===== src/hdl/scr_consts.svh =====
// Purpose: constants of the serial controller register map
// Assumes: 16-bit shared words, even byte address = upper byte
// Notes:   offsets are byte addresses into the shared window
//
// Functional notes
// RL1 - channel run word: bit n runs channel n
// RL2 - transmit request word: bit n per channel
// RL3 - receive request word: bit n per channel
// RL4 - finished transmission clears its request bit
// RL5 - command bit 01 one turns indicator off
// RL6 - command bit 02 one resets whole board
// RL7 - command bit 04 launches selected self-test
// RL8 - command bit 08 sends break on marked channels
// RL9 - command bit 10 limits slave to supervisor
// RL10 - command bit 20 selects 32-bit slave decode
// RL11 - command bit 40 enables slave address decoder
// RL12 - command bit 80 selects master, buffers off-board
// RL13 - status flags hardware, self-test, reserved-field errors
// RL14 - status bit 8000 is OR of errors
// RL15 - status bit 0080 busy until device clears
// RL16 - busy falling raises interrupt when enabled
// RL17 - status bit 2000 set while self-test runs
// RL18 - channel status receive and transmitter flags
// RL19 - channel status user buffer, illegal parameter
// RL20 - format byte defines character frame fields
// RL21 - control byte: ring select, flow control
// RL22 - per-channel stop and resume flow codes
// RL23 - master width: 00 32, 01 8, 10 16
// RL24 - self-test select: one test per bit
`ifndef SCR_CONSTS_SVH
`define SCR_CONSTS_SVH

`define SCR_RESET_WORD  16'h0000
`define SCR_RESET_BYTE  8'h00
`define SCR_GREG_SIZE   9'h020
`define SCR_MAP_END     9'h120

// global byte offsets (word aligned)
`define SCR_OFS_ID      9'h000
`define SCR_OFS_OPTIONS 9'h002
`define SCR_OFS_CMD     9'h004
`define SCR_OFS_GO      9'h006
`define SCR_OFS_TX      9'h008
`define SCR_OFS_RX      9'h00a
`define SCR_OFS_BREAK   9'h00c
`define SCR_OFS_CMD2    9'h00e
`define SCR_OFS_SZAM    9'h010
`define SCR_OFS_ERMSK   9'h012
`define SCR_OFS_BBASE_H 9'h014
`define SCR_OFS_BBASE_L 9'h016
`define SCR_OFS_GST     9'h018
`define SCR_OFS_MASGRN  9'h01a
`define SCR_OFS_GRSV    9'h01c

// command byte zero bit positions
`define SCR_CMD_IND     0
`define SCR_CMD_RST     1
`define SCR_CMD_TEST    2
`define SCR_CMD_BRK     3
`define SCR_CMD_SUP     4
`define SCR_CMD_A32     5
`define SCR_CMD_DEC     6
`define SCR_CMD_MAST    7

// global status bit positions
`define SCR_GST_BUSY    7
`define SCR_GST_BERR    8
`define SCR_GST_HWF     9
`define SCR_GST_STF     10
`define SCR_GST_RESERVED_NONZERO_FLAG    11
`define SCR_GST_STB     13
`define SCR_GST_ANY     15
`define SCR_GST_STORE   16'h0f80
`define SCR_GST_ERRS    16'h0f00
`define SCR_ERMSK_BUSY  7

// channel word indices (byte offset / 2)
`define SCR_CHW_CST     3'd0
`define SCR_CHW_CHAN_STOP_FLOW_CODE    3'd2
`define SCR_CHW_XON     3'd3
`define SCR_CHW_CON1    3'd5
`define SCR_CHW_CON2    3'd6
`define SCR_CHW_RSV     3'd7

// channel field ranges
`define SCR_FMT_CHAR    1:0
`define SCR_FMT_PODD    2
`define SCR_FMT_PKIND   4:3
`define SCR_FMT_STOP2   5
`define SCR_FMT_TMO     7
`define SCR_CTL_FLOW    6:5
`define SCR_CTL_RING    7

// master size and self-test select
`define SCR_SZ_WIDTH    7:6
`define SCR_SZ_W32      2'b00
`define SCR_SZ_W8       2'b01
`define SCR_SZ_W16      2'b10
`define SCR_SZ_BAD      2'b11
`define SCR_BYTES_32    3'd4
`define SCR_BYTES_8     3'd1
`define SCR_BYTES_16    3'd2
`define SCR_BYTES_BAD   3'd0
`define SCR_TEST_BITS   5:0
`define SCR_TEST_RSV    8'hc0

// register apply time
`define SCR_CLK_MHZ     50
`define SCR_APPLY_NS    200
`define SCR_APPLY_CYC   ((`SCR_APPLY_NS * `SCR_CLK_MHZ + 999) / 1000)

`endif


===== src/hdl/scr_pkg.sv =====
// Purpose: types of the serial controller register map
// Assumes: nothing
// Notes:   self-test sequencing states, gray except the finish-to-idle step
package scr_pkg;

  typedef enum logic [1:0] {
    SCR_ST_IDLE   = 2'b00,
    SCR_ST_RUN    = 2'b01,
    SCR_ST_FINISH = 2'b11
  } scr_st_t;

endpackage


===== src/hdl/scr_register_map.sv =====
// Purpose: shared register map of a 16-channel serial controller
// Assumes: host port and firmware port on clock; fault pin async
// Notes:   one access per request, answer one cycle later

`include "scr_consts.svh"

module scr_register_map #(
  parameter logic [7:0]  BOARD_ID    = 8'h5a,   // arbitrary value
  parameter logic [15:0] OPTION_CODE = 16'h0001 // arbitrary value
) (
  // clock and reset
  input  wire logic        clock,
  input  wire logic        reset_n,
  // host shared-memory port
  input  wire logic        host_req,
  input  wire logic        host_wr,
  input  wire logic [8:0]  host_addr,
  input  wire logic [1:0]  host_be,
  input  wire logic [15:0] host_wdata,
  output logic             host_ack,
  output logic [15:0]      host_rdata,
  // on-board firmware events
  input  wire logic [15:0] fw_tx_done,
  input  wire logic        fw_cst_we,
  input  wire logic [3:0]  fw_cst_chan,
  input  wire logic [15:0] fw_cst_set,
  input  wire logic        fw_st_done,
  input  wire logic        fw_st_fail,
  input  wire logic        fw_break_done,
  input  wire logic        fw_bus_error,
  input  wire logic        hw_fault_pin,
  input  wire logic [3:0]  fw_cfg_chan,
  // global controls
  output logic [15:0]      run_bits,
  output logic [15:0]      tx_request_bits,
  output logic [15:0]      rx_request_bits,
  output logic [15:0]      break_lines,
  output logic             indicator_off,
  output logic             board_reset_cmd,
  output logic             self_test_launch,
  output logic [5:0]       self_test_code,
  output logic             supervisor_only_slave,
  output logic             slave_wide_address,
  output logic             slave_decode_enable,
  output logic             master_mode,
  output logic [2:0]       master_bytes,
  output logic             busy_clear_irq,
  output logic             any_error_flag,
  // selected channel configuration
  output logic [1:0]       cfg_char_width,
  output logic [1:0]       cfg_parity_kind,
  output logic             cfg_parity_odd,
  output logic             cfg_two_stop,
  output logic             cfg_input_timeout,
  output logic             cfg_ring_buffer,
  output logic [1:0]       cfg_flow_control,
  output logic [7:0]       cfg_stop_code,
  output logic [7:0]       cfg_resume_code
);

  function automatic logic [15:0] merge(input logic [15:0] old,
                                        input logic [15:0] nw,
                                        input logic [1:0]  be);
    merge = {be[1] ? nw[15:8] : old[15:8], be[0] ? nw[7:0] : old[7:0]};
  endfunction

  logic [7:0]       self_test_flag_q, cmd_q, cmd1_q, cmd2_q, szam_q, stproc_q;
  logic [7:0]       ermsk_q, ervec_q, masgrn_q;
  logic [15:0]      go_q, tx_q, rx_q, brk_q, gst_q, bbase_h_q, bbase_l_q;
  logic [15:0]      cw_q [0:127];
  logic             soft_rst_q, hw_fault_m_q, hw_fault_s_q, busy_prev_q;
  logic [7:0]       apply_q;
  scr_pkg::scr_st_t st_q, st_d;
  logic [15:0]      rd_d, bemask;
  logic [8:0]       wa, coff;
  logic [6:0]       cidx;
  logic             rst, glob_hit, chan_hit, wen, reserved_nonzero_flag_hit, apply_done;
  logic             wr_id, wr_cmd, wr_go, wr_tx, wr_rx, wr_brk, wr_cmd2;
  logic             wr_szam, wr_ermsk, wr_bbh, wr_bbl, wr_gst, wr_mas;
  logic [7:0]       con1, con2;

  assign rst      = !reset_n || soft_rst_q;                     // [RL6]
  assign wa       = {host_addr[8:1], 1'b0};
  assign coff     = host_addr - `SCR_GREG_SIZE;
  assign cidx     = coff[7:1];
  assign glob_hit = host_addr < `SCR_GREG_SIZE;
  assign chan_hit = !glob_hit && host_addr < `SCR_MAP_END;
  assign wen      = host_req && host_wr;
  assign bemask   = {{8{host_be[1]}}, {8{host_be[0]}}};
  assign wr_id    = wen && glob_hit && wa == `SCR_OFS_ID;
  assign wr_cmd   = wen && glob_hit && wa == `SCR_OFS_CMD;
  assign wr_go    = wen && glob_hit && wa == `SCR_OFS_GO;
  assign wr_tx    = wen && glob_hit && wa == `SCR_OFS_TX;
  assign wr_rx    = wen && glob_hit && wa == `SCR_OFS_RX;
  assign wr_brk   = wen && glob_hit && wa == `SCR_OFS_BREAK;
  assign wr_cmd2  = wen && glob_hit && wa == `SCR_OFS_CMD2;
  assign wr_szam  = wen && glob_hit && wa == `SCR_OFS_SZAM;
  assign wr_ermsk = wen && glob_hit && wa == `SCR_OFS_ERMSK;
  assign wr_bbh   = wen && glob_hit && wa == `SCR_OFS_BBASE_H;
  assign wr_bbl   = wen && glob_hit && wa == `SCR_OFS_BBASE_L;
  assign wr_gst   = wen && glob_hit && wa == `SCR_OFS_GST;
  assign wr_mas   = wen && glob_hit && wa == `SCR_OFS_MASGRN;

  // reserved bytes, bad width codes and undefined test bits
  assign reserved_nonzero_flag_hit = wen && (                                    // [RL13]
      (chan_hit && cidx[2:0] == `SCR_CHW_RSV && |(host_wdata & bemask))
   || (glob_hit && wa >= `SCR_OFS_GRSV && |(host_wdata & bemask))
   || ((wr_cmd2 || wr_mas) && host_be[0] && |host_wdata[7:0])
   || (wr_szam && host_be[1] && host_wdata[15:14] == `SCR_SZ_BAD)
   || (wr_szam && host_be[0] && |(host_wdata[7:0] & `SCR_TEST_RSV)));

  // soft reset is one pulse; it clears itself, since the reset it raises does not clear it
  always_ff @(posedge clock) begin
    if (!reset_n)
      soft_rst_q <= 1'b0;
    else
      soft_rst_q <= wr_cmd && host_be[1] && !soft_rst_q            // [RL6]
                    && host_wdata[8 + `SCR_CMD_RST];
  end

  // fault pin comes from outside the clock domain
  always_ff @(posedge clock) begin
    if (!reset_n) begin
      hw_fault_m_q <= 1'b0;
      hw_fault_s_q <= 1'b0;
    end else begin
      hw_fault_m_q <= hw_fault_pin;
      hw_fault_s_q <= hw_fault_m_q;
    end
  end

  // plain host-written configuration
  always_ff @(posedge clock) begin
    if (rst) begin
      self_test_flag_q  <= `SCR_RESET_BYTE;
      cmd1_q    <= `SCR_RESET_BYTE;
      cmd2_q    <= `SCR_RESET_BYTE;
      szam_q    <= `SCR_RESET_BYTE;
      stproc_q  <= `SCR_RESET_BYTE;
      ermsk_q   <= `SCR_RESET_BYTE;
      ervec_q   <= `SCR_RESET_BYTE;
      masgrn_q  <= `SCR_RESET_BYTE;
      go_q      <= `SCR_RESET_WORD;
      rx_q      <= `SCR_RESET_WORD;
      brk_q     <= `SCR_RESET_WORD;
      bbase_h_q <= `SCR_RESET_WORD;
      bbase_l_q <= `SCR_RESET_WORD;
    end else begin
      if (wr_id && host_be[0]) self_test_flag_q <= host_wdata[7:0];
      if (wr_cmd && host_be[0]) cmd1_q <= host_wdata[7:0];
      if (wr_cmd2 && host_be[1]) cmd2_q <= host_wdata[15:8];
      if (wr_szam && host_be[1]) szam_q <= host_wdata[15:8];
      if (wr_szam && host_be[0]) stproc_q <= host_wdata[7:0];   // [RL24]
      if (wr_ermsk && host_be[1]) ermsk_q <= host_wdata[15:8];
      if (wr_ermsk && host_be[0]) ervec_q <= host_wdata[7:0];
      if (wr_mas && host_be[1]) masgrn_q <= host_wdata[15:8];
      if (wr_go) go_q <= merge(go_q, host_wdata, host_be);       // [RL1]
      if (wr_rx) rx_q <= merge(rx_q, host_wdata, host_be);       // [RL3]
      if (wr_brk) brk_q <= merge(brk_q, host_wdata, host_be);
      if (wr_bbh) bbase_h_q <= merge(bbase_h_q, host_wdata, host_be);
      if (wr_bbl) bbase_l_q <= merge(bbase_l_q, host_wdata, host_be);
    end
  end

  // command byte zero; test and break bits self-clear when done
  always_ff @(posedge clock) begin
    if (rst) begin
      cmd_q <= `SCR_RESET_BYTE;
    end else if (wr_cmd && host_be[1]) begin
      cmd_q <= host_wdata[15:8];
    end else begin
      if (st_q == scr_pkg::SCR_ST_FINISH)
        cmd_q[`SCR_CMD_TEST] <= 1'b0;                            // [RL7]
      if (fw_break_done)
        cmd_q[`SCR_CMD_BRK] <= 1'b0;                             // [RL8]
    end
  end

  // a host write in the clearing cycle wins over the completion
  always_ff @(posedge clock) begin
    if (rst)
      tx_q <= `SCR_RESET_WORD;
    else if (wr_tx)
      tx_q <= merge(tx_q & ~fw_tx_done, host_wdata, host_be);   // [RL2]
    else
      tx_q <= tx_q & ~fw_tx_done;                                 // [RL4]
  end

  // settle time the firmware takes to apply a register write
  always_ff @(posedge clock) begin
    if (rst)
      apply_q <= 8'h00;
    else if (wen && (glob_hit || chan_hit) && !wr_gst)
      apply_q <= 8'(`SCR_APPLY_CYC);
    else if (apply_q != 8'h00)
      apply_q <= apply_q - 8'h01;
  end
  assign apply_done = apply_q == 8'h01;

  // global status: hardware sets after the host write, so sets win
  always_ff @(posedge clock) begin
    logic [15:0] g;
    g = gst_q;
    if (apply_done)
      g[`SCR_GST_BUSY] = 1'b0;                                    // [RL15]
    if (wr_gst)
      g = merge(g, host_wdata, host_be);
    g[`SCR_GST_BERR] = g[`SCR_GST_BERR] | fw_bus_error;
    g[`SCR_GST_HWF]  = g[`SCR_GST_HWF] | hw_fault_s_q;          // [RL13]
    g[`SCR_GST_STF]  = g[`SCR_GST_STF] | (fw_st_done && fw_st_fail
                       && st_q == scr_pkg::SCR_ST_RUN);
    g[`SCR_GST_RESERVED_NONZERO_FLAG] = g[`SCR_GST_RESERVED_NONZERO_FLAG] | reserved_nonzero_flag_hit;
    if (rst)
      gst_q <= `SCR_RESET_WORD;
    else
      gst_q <= g & `SCR_GST_STORE;
  end

  // self-test sequencing
  always_comb begin
    st_d = st_q;
    unique case (st_q)
      scr_pkg::SCR_ST_IDLE:
        if (cmd_q[`SCR_CMD_TEST]) st_d = scr_pkg::SCR_ST_RUN;     // [RL7]
      scr_pkg::SCR_ST_RUN:
        if (fw_st_done) st_d = scr_pkg::SCR_ST_FINISH;           // [RL17]
      scr_pkg::SCR_ST_FINISH:
        st_d = scr_pkg::SCR_ST_IDLE;
      default:
        st_d = scr_pkg::SCR_ST_IDLE;
    endcase
  end

  always_ff @(posedge clock) begin
    if (rst) begin
      st_q             <= scr_pkg::SCR_ST_IDLE;
      self_test_launch <= 1'b0;
    end else begin
      st_q             <= st_d;
      self_test_launch <= st_d == scr_pkg::SCR_ST_RUN;           // [RL17]
    end
  end

  // channel register blocks; firmware status sets win over host clears
  always_ff @(posedge clock) begin
    logic [15:0] hw;
    hw = merge(cw_q[cidx], host_wdata, host_be);
    if (rst) begin
      for (int i = 0; i < 128; i++)
        cw_q[i] <= `SCR_RESET_WORD;
    end else begin
      if (wen && chan_hit)
        cw_q[cidx] <= hw;                                         // [RL22]
      if (fw_cst_we)                                              // [RL18]
        cw_q[{fw_cst_chan, `SCR_CHW_CST}] <= fw_cst_set |         // [RL19]
          ((wen && chan_hit && cidx == {fw_cst_chan, `SCR_CHW_CST})
           ? hw : cw_q[{fw_cst_chan, `SCR_CHW_CST}]);
    end
  end

  assign con1 = cw_q[{fw_cfg_chan, `SCR_CHW_CON1}][7:0];
  assign con2 = cw_q[{fw_cfg_chan, `SCR_CHW_CON2}][15:8];

  // decoded controls, all registered
  always_ff @(posedge clock) begin
    if (rst) begin
      break_lines       <= `SCR_RESET_WORD;
      master_bytes      <= `SCR_BYTES_32;
      any_error_flag    <= 1'b0;
      busy_prev_q       <= 1'b0;
      busy_clear_irq    <= 1'b0;
      self_test_code    <= 6'h00;
      cfg_char_width    <= 2'h0;
      cfg_parity_kind   <= 2'h0;
      cfg_parity_odd    <= 1'b0;
      cfg_two_stop      <= 1'b0;
      cfg_input_timeout <= 1'b0;
      cfg_ring_buffer   <= 1'b0;
      cfg_flow_control  <= 2'h0;
      cfg_stop_code     <= `SCR_RESET_BYTE;
      cfg_resume_code   <= `SCR_RESET_BYTE;
    end else begin
      break_lines    <= cmd_q[`SCR_CMD_BRK] ? brk_q : `SCR_RESET_WORD; // [RL8]
      case (szam_q[`SCR_SZ_WIDTH])                                // [RL23]
        `SCR_SZ_W32: master_bytes <= `SCR_BYTES_32;
        `SCR_SZ_W8:  master_bytes <= `SCR_BYTES_8;
        `SCR_SZ_W16: master_bytes <= `SCR_BYTES_16;
        default:     master_bytes <= `SCR_BYTES_BAD;
      endcase
      any_error_flag <= |(gst_q & `SCR_GST_ERRS);                 // [RL14]
      busy_prev_q    <= gst_q[`SCR_GST_BUSY];
      busy_clear_irq <= busy_prev_q && !gst_q[`SCR_GST_BUSY]      // [RL16]
                        && ermsk_q[`SCR_ERMSK_BUSY];
      self_test_code <= stproc_q[`SCR_TEST_BITS];                 // [RL24]
      cfg_char_width    <= con2[`SCR_FMT_CHAR];                   // [RL20]
      cfg_parity_kind   <= con2[`SCR_FMT_PKIND];
      cfg_parity_odd    <= con2[`SCR_FMT_PODD];
      cfg_two_stop      <= con2[`SCR_FMT_STOP2];
      cfg_input_timeout <= con2[`SCR_FMT_TMO];
      cfg_ring_buffer   <= con1[`SCR_CTL_RING];                   // [RL21]
      cfg_flow_control  <= con1[`SCR_CTL_FLOW];
      cfg_stop_code     <= cw_q[{fw_cfg_chan, `SCR_CHW_CHAN_STOP_FLOW_CODE}][7:0];  // [RL22]
      cfg_resume_code   <= cw_q[{fw_cfg_chan, `SCR_CHW_XON}][15:8];
    end
  end

  assign run_bits              = go_q;
  assign tx_request_bits       = tx_q;
  assign rx_request_bits       = rx_q;
  assign indicator_off         = cmd_q[`SCR_CMD_IND];             // [RL5]
  assign board_reset_cmd       = soft_rst_q;
  assign supervisor_only_slave = cmd_q[`SCR_CMD_SUP];             // [RL9]
  assign slave_wide_address    = cmd_q[`SCR_CMD_A32];             // [RL10]
  assign slave_decode_enable   = cmd_q[`SCR_CMD_DEC];             // [RL11]
  assign master_mode           = cmd_q[`SCR_CMD_MAST];            // [RL12]

  // read path; unmapped and global reserved words read zero, channel reserved words read back what was written
  always_comb begin
    rd_d = `SCR_RESET_WORD;
    if (chan_hit) begin
      rd_d = cw_q[cidx];
    end else if (glob_hit) begin
      case (wa)
        `SCR_OFS_ID:      rd_d = {BOARD_ID, self_test_flag_q};
        `SCR_OFS_OPTIONS: rd_d = OPTION_CODE;
        `SCR_OFS_CMD:     rd_d = {cmd_q, cmd1_q};
        `SCR_OFS_GO:      rd_d = go_q;
        `SCR_OFS_TX:      rd_d = tx_q;
        `SCR_OFS_RX:      rd_d = rx_q;
        `SCR_OFS_BREAK:   rd_d = brk_q;
        `SCR_OFS_CMD2:    rd_d = {cmd2_q, `SCR_RESET_BYTE};
        `SCR_OFS_SZAM:    rd_d = {szam_q, stproc_q};
        `SCR_OFS_ERMSK:   rd_d = {ermsk_q, ervec_q};
        `SCR_OFS_BBASE_H: rd_d = bbase_h_q;
        `SCR_OFS_BBASE_L: rd_d = bbase_l_q;
        `SCR_OFS_GST: begin
          rd_d = gst_q;
          rd_d[`SCR_GST_STB] = st_q == scr_pkg::SCR_ST_RUN;       // [RL17]
          rd_d[`SCR_GST_ANY] = |(gst_q & `SCR_GST_ERRS);          // [RL14]
        end
        `SCR_OFS_MASGRN:  rd_d = {masgrn_q, `SCR_RESET_BYTE};
        default:          rd_d = `SCR_RESET_WORD;
      endcase
    end
  end

  always_ff @(posedge clock) begin
    if (!reset_n) begin
      host_ack   <= 1'b0;
      host_rdata <= `SCR_RESET_WORD;
    end else begin
      host_ack   <= host_req;
      host_rdata <= (host_req && !host_wr) ? rd_d : `SCR_RESET_WORD;
    end
  end

  go_write_a: assert property (@(posedge clock) disable iff (rst) // [RL1]
    (wr_go && host_be == 2'b11) |=> run_bits == $past(host_wdata))
    else $error("run word not loaded from host write");

  tx_done_a: assert property (@(posedge clock) disable iff (rst) // [RL4]
    (!wr_tx && fw_tx_done != 16'h0000)
      |=> (tx_request_bits & $past(fw_tx_done)) == 16'h0000)
    else $error("finished transmit left request bit set");

  ind_write_a: assert property (@(posedge clock) disable iff (rst) // [RL5]
    (wr_cmd && host_be[1])
      |=> indicator_off == $past(host_wdata[8 + `SCR_CMD_IND]))
    else $error("indicator does not follow command bit");

  board_reset_a: assert property (@(posedge clock) disable iff (!reset_n) // [RL6]
    (wr_cmd && host_be[1] && host_wdata[8 + `SCR_CMD_RST] && !soft_rst_q)
      |=> board_reset_cmd ##1 (!board_reset_cmd && run_bits == 16'h0000))
    else $error("board reset did not pulse and clear");

  test_launch_a: assert property (@(posedge clock) disable iff (rst) // [RL7]
    (st_q == scr_pkg::SCR_ST_IDLE && cmd_q[`SCR_CMD_TEST])
      |=> self_test_launch)
    else $error("self-test not launched");

  break_out_a: assert property (@(posedge clock) disable iff (rst) // [RL8]
    ##1 break_lines == ($past(cmd_q[`SCR_CMD_BRK]) ? $past(brk_q) : 16'h0000))
    else $error("break lines wrong");

  any_error_a: assert property (@(posedge clock) disable iff (rst) // [RL14]
    ##1 any_error_flag == |($past(gst_q) & `SCR_GST_ERRS))
    else $error("any-error flag differs from error bits");

  busy_irq_a: assert property (@(posedge clock) disable iff (rst) // [RL16]
    ($fell(gst_q[`SCR_GST_BUSY]) && ermsk_q[`SCR_ERMSK_BUSY])
      |=> busy_clear_irq)
    else $error("busy clear interrupt missing");

  test_end_a: assert property (@(posedge clock) disable iff (rst) // [RL17]
    (st_q == scr_pkg::SCR_ST_RUN && fw_st_done)
      |=> !self_test_launch ##1 (!self_test_launch && !cmd_q[`SCR_CMD_TEST]))
    else $error("self-test running flag did not end");

  width_dec_a: assert property (@(posedge clock) disable iff (rst) // [RL23]
    (szam_q[`SCR_SZ_WIDTH] == `SCR_SZ_W16 && $stable(szam_q))
      |=> master_bytes == `SCR_BYTES_16)
    else $error("master width decode wrong");

endmodule


===== config.mk =====
export PLATFORM = sky130hd
export DESIGN_NAME = scr_register_map
export DESIGN_NICKNAME = d
export VERILOG_FILES = /design/src/hdl/scr_pkg.sv /design/src/hdl/scr_register_map.sv
export VERILOG_INCLUDE_DIRS = /design/src /design/src/hdl
export SDC_FILE = /design/constraint.sdc
export NUM_CORES = 2
export LEC_CHECK = 0
export BUFFER_PORTS_ARGS = -buffer_cell sky130_fd_sc_hd__buf_2
export CORE_MARGIN = 1
export CORE_UTILIZATION = 52
export CTS_CLUSTER_DIAMETER = 100
export CTS_CLUSTER_SIZE = 25
export DETAILED_ROUTE_END_ITERATION = 8
export PLACE_DENSITY = 0.68
export SYNTH_ARGS = -nofsm -noshare
export SYNTH_HDL_FRONTEND = slang
export SYNTH_SLANG_ARGS = --single-unit

===== constraint.sdc =====
create_clock -name clock -period 10.04 [get_ports clock]
set_input_delay 0.502 -clock clock [delete_from_list [all_inputs] [get_ports clock]]
set_output_delay 0.502 -clock clock [all_outputs]
set_load 0.05 [all_outputs]

======== Word-level counts from Yosys, hierarchy flattened ========
Memories as Yosys holds them, arrays and structs flattened. A register that Yosys moved wholly into a read port is not among the register bits.
Index checks and enable logic that the tools add are counted.
word-level totals
  flip-flop bits (word level) ............. 232
  memories kept ........................... 1
  RAM bits ................................ 2048
  output and inout port bits .............. 125
  word-level logic and storage cells ...... 195
  bits of input ports ..................... 77
cells by class
  bitwise operators ....................... 9
  eq/ne operators ......................... 22
  magnitude comparators ................... 3
  add/subtract/negate cells ............... 2
  muxes and demuxes ....................... 36
  reductions and logical operators ........ 84
memory list
  memory  words  bits a word  rd ports  clocked after memory_dff  wr ports  line                    RTL
  cw_q    128    16           6         4                         128       scr_register_map.sv:70  logic [15:0] cw_q [0:127];
operator list
  operator                                                     count
  case mux 16 bit (14 select lines)                            1
  two-way mux 16 bit                                           6
  == test 8 x 4 -> 1 bit (second input constant)               6
  OR reduction 16 bit                                          3
  logical AND 1 bit                                            45
  two-way mux 8 bit                                            5
  AND 16 bit                                                   2
  == test 8 x 3 -> 1 bit (second input constant)               4
  AND reduction 2 bit                                          11
  == test 8 x 1 -> 1 bit (second input constant)               2
  == test 8 x 2 -> 1 bit (second input constant)               2
  NOT 16 bit                                                   1
  OR 16 bit                                                    1
  two-way mux 7 bit                                            2
  two-way mux 1 bit                                            13
  two-way mux 12 bit                                           1
  two-way mux 4 bit                                            3
  >= comparator 9 x 5 -> 1 bit (second input constant)         1
  zero test 9 bit                                              1
  less-than comparator 9 x 6 -> 1 bit (second input constant)  1
  less-than comparator 9 bit (second input constant)           1
  case mux 3 bit (3 select lines)                              1
  nonzero test 8 bit                                           1
  OR reduction 8 bit                                           1
  other kinds (16)                                             41

======== Longest topological paths before layout ========
  word-level depth ........................ 11
  depth in mapped cells ................... 15
  depth with buffers taken out ............ 9

======== Least setup slack after synthesis ========
Ideal clock, no wire load.
  path kind ............................... input-to-reg
  from .................................... input host_addr[5]
  to ...................................... memory cw_q[113][0] (enable)
  data arrival time ....................... 3.366 ns
  library setup time ...................... 0.372 ns
  setup slack ............................. 6.303 ns
  required time ........................... 9.668 ns
  buffers on the path ..................... 4
  cell stages on the path ................. 13
  cell sequence ........................... clkbuf_1 clkinv_1 ha_1 nand2b_1 nor2_1 nor2b_1 clkbuf_1 nand4b_1 nor2_1 clkbuf_1 nand2_1 clkbuf_1 nand2_1
RTL lines
  item             line                    RTL
  start, declared  scr_register_map.sv:17  input wire logic [8:0] host_addr,
  end, declared    scr_register_map.sv:70

==> metrics.cfg <==
[status]
status=finished, final reports clean

[floorplanning]
rows=165
coreArea_mm2=0.202
die_w_um=453
die_h_um=453
start_util_pct=52.3
ioPinCount=202
die_area_mm2=0.205

[sta]
maxSlewHeadroom_pct=11.1
rsz0062_at_grt=false
finalSetupViolCount=0
finClkSkew_ns=0.0640
finalSetupTns_ns=0
slew_violations=0
finalCritPeriodShare_pct=61.0
whs_ns=0.0665
fmax_mhz=163
final-hold-violation-count=0
worst_slew_pin_slew_ns=1.33
layout_min_cycle_time_ns=6.12

[global_route]
grt_max_degree=129
grt_use_total_pct=37.8
gr-total-overflow=0
antenna_found_initial=57
first_global_vias=67262
grt_pass1_wl_mm=537

[job]
maxCapViolCount=0

[worst_setup_path]
arrival_ns=6.63
required_ns=10.55
critPathMaxFanout=52
cp-end-kind=flip-flop
path_class=input port to flip-flop
cp-start-kind=input port

[clock_network]
clkLatencyLatePin_ns=0.85
cts_root_buffer=clkbuf_16
clock_path_buffers=3
htree_levels=3
clkTransAtPathRegs_ns=0.10
cts.sinks=2306
numCtsBuffers=105
cts_tree=done

[synthesis]
synthCells=7881
yosysTopAreaCell=edfxtp_1
ys_seq_area_share_pct=63.0
syn_avg_cell_area_um2=13.4
synth_area_leaders=edfxtp_1 (58%), mux4_2 (12%), nor2_1 (7.0%)
synth_most_common_cell=edfxtp_1
synth-edff-count=2048
ys_seq_elements=2306
synth_common_cells=edfxtp_1 (2048), nor2_1 (1979), nand2_1 (598)
synth_fa_ha_area_share_pct=0.0473
synth_compound_area_share_pct=5.73
syn_area_mm2=0.106
synth_top_cell_area_share_pct=58.1
yosysWarnings=0
ys.flop_type=edfxtp_1
syn_nets=7962
synth_xor_area_share_pct=0.0992
synth_top_family_by_area=multiplexers
synth-simple-area-share_pct=10.8
synth_mux_area_share_pct=16.8
synth_cell_types=60
async_reset_ff_share_pct=0

[placed_design]
hpwlAfterDp_mm=262
gp_congestion=1.05
io_buffers=200

[routing]
dr.pass1.iters=8
viasPerCell=7.07
drtAntennaViolNets=0
drcViolationCount=0
routedWlPerCell_um=37.9
drt_iter0_markers=14382
vias=73285
routed_wirelength_mm=393

[power_and_ir_drop]
irDropWorstVdd_mv=0.170
p_leak_nw=39.5
power.density_mw_per_mm2=166

[min_path]
hold_class=input port to flip-flop

[final_layout]
nets=7680
syn_to_final_growth_pct=5.30
drive_gt1_share_pct=16.1

## worst max-delay path, cell delays in order
cell and delay [ns]:
buf_8 0.35, buf_4 0.79, and2_1 0.76, buf_4 0.42
a221oi_1 0.19, o21ai_0 0.31, a211o_1 0.59, nand4_1 0.68
mux2i_4 0.38, buf_4 0.59, buf_4 0.67, o22ai_1 0.17
## worst paths after layout
path         cells past startpoint                        to                      start  slack (ns)
min                              2   hw_fault_m_q$_SDFF_PN0_                    reset_n        0.07
min reg2reg                      1   hw_fault_s_q$_SDFF_PN0_    hw_fault_m_q$_SDFF_PN0_        0.45
max                             12     cw_q[88][6]$_DFFE_PP_               host_addr[3]        3.92
max reg2reg                      8  cw_q[1][2]$_SDFFCE_PN0P_  cw_q[34][2]$_SDFFCE_PN0P_        4.60
## logic make-up (layout without fill, tap and decap cells)
kind of cell               after synthesis  count (layout)
AOI/OAI and AO/OA                      881             881
xor gates and xnor gates                12              12
adders and majority gates                4               4
buffers and inverters                  772             553
DFF                                   2306            2306
muxes                                 1041            1041
other                                    0              36
and+or+nand+nor                       2865            2865
## cell type report
class | count | area, um2
clock inverters | 18 | 193
inverters | 5 | 18.8
multi-input cells | 4803 | 35700
repair buffers | 378 | 2630
flip-flops and latches | 2306 | 66700
well taps | 2672 | 3340
clock buffers | 152 | 2840
diodes | 36 | 90.1
fillers | 16390 | 90800
## repair_timing
action                                  4_1_cts  5_1_grt
setup buffers                                 0        0
hold buffers                                 22        0
gates resized for setup                       0        0
endpoints found under the setup margin        0        0
hold endpoints to repair                     23        0
## through the flow
step           std cells  power [W]  setup WS [ns]  area, um2  utilization, %
2_1_floorplan       7881     0.0125           6.30     106000               -
3_3_place_gp       10142     0.0135           3.67     108000            53.5
3_5_place_dp       10142     0.0135           3.56     108000            53.5
4_1_cts            10334     0.0184           4.41     111000            55.1
5_1_grt            10354     0.0188           4.11     111000            55.1
6_report           10370     0.0186           3.92     112000            55.1
## state kept, by name (all words and copies together), names as in the netlist, 3 cells and up
name              cells
gst_q                 5
tx_request_bits      16
apply_q               8
self_test_code        6
ervec_q               8
cmd_q                 8
master_bytes          3
cfg_resume_code       8
ermsk_q               8
bbase_l_q            16
masgrn_q              8
cw_q               2048
host_rdata           16
szam_q                8
self_test_flag_q      8
cmd1_q                8
cmd2_q                8
stproc_q              8
rx_request_bits      16
brk_q                16
cfg_stop_code         8
break_lines          16
bbase_h_q            16
run_bits             16
## per-layer routing
metal	global-route usage (%)	vias to the layer above	part of all wire (%)
li1	-	28860	-
met1	48.4	36920	33
met2	53.7	6375	43
met3	13.3	1104	16
met4	26.6	26	8.7
met5	0	-	0.046
## where the power goes
group          internal [W]  switching (W)  leakage, nW  total (W)
clock               0.00200        0.00312         1.46    0.00513
combinational      0.000639        0.00187         14.7    0.00251
sequential           0.0107       0.000199         23.3     0.0109
total                0.0134        0.00519         39.5     0.0186
## cell usage in the layout (no fill, tap or decap), drive strengths merged, types with 8 or more instances in the layout
| cell | count |
|---|---|
| mux2 | 116 |
| o211ai | 18 |
| o21ai | 63 |
| a2111oi | 20 |
| nor2b | 11 |
| a221o | 13 |
| o22ai | 283 |
| nand3 | 72 |
| mux2i | 351 |
| nor2 | 1983 |
| o2111ai | 13 |
| a211oi | 26 |
| and3 | 27 |
| nor3 | 36 |
| diode | 36 |
| dfxtp | 258 |
| edfxtp | 2048 |
| nand4 | 25 |
| a22oi | 59 |
| nor3b | 38 |
| a221oi | 85 |
| o221ai | 54 |
| dlygate4sd3 | 22 |
| nor4 | 8 |
| mux4 | 574 |
| clkinv | 11 |
| nand2 | 599 |
| a21oi | 173 |
| and2 | 43 |
| nand2b | 11 |
| a211o | 47 |
| inv | 11 |
| clkbuf | 152 |
| a22o | 12 |
| buf | 356 |
No activity file was read; power rests on OpenSTA's default activity.
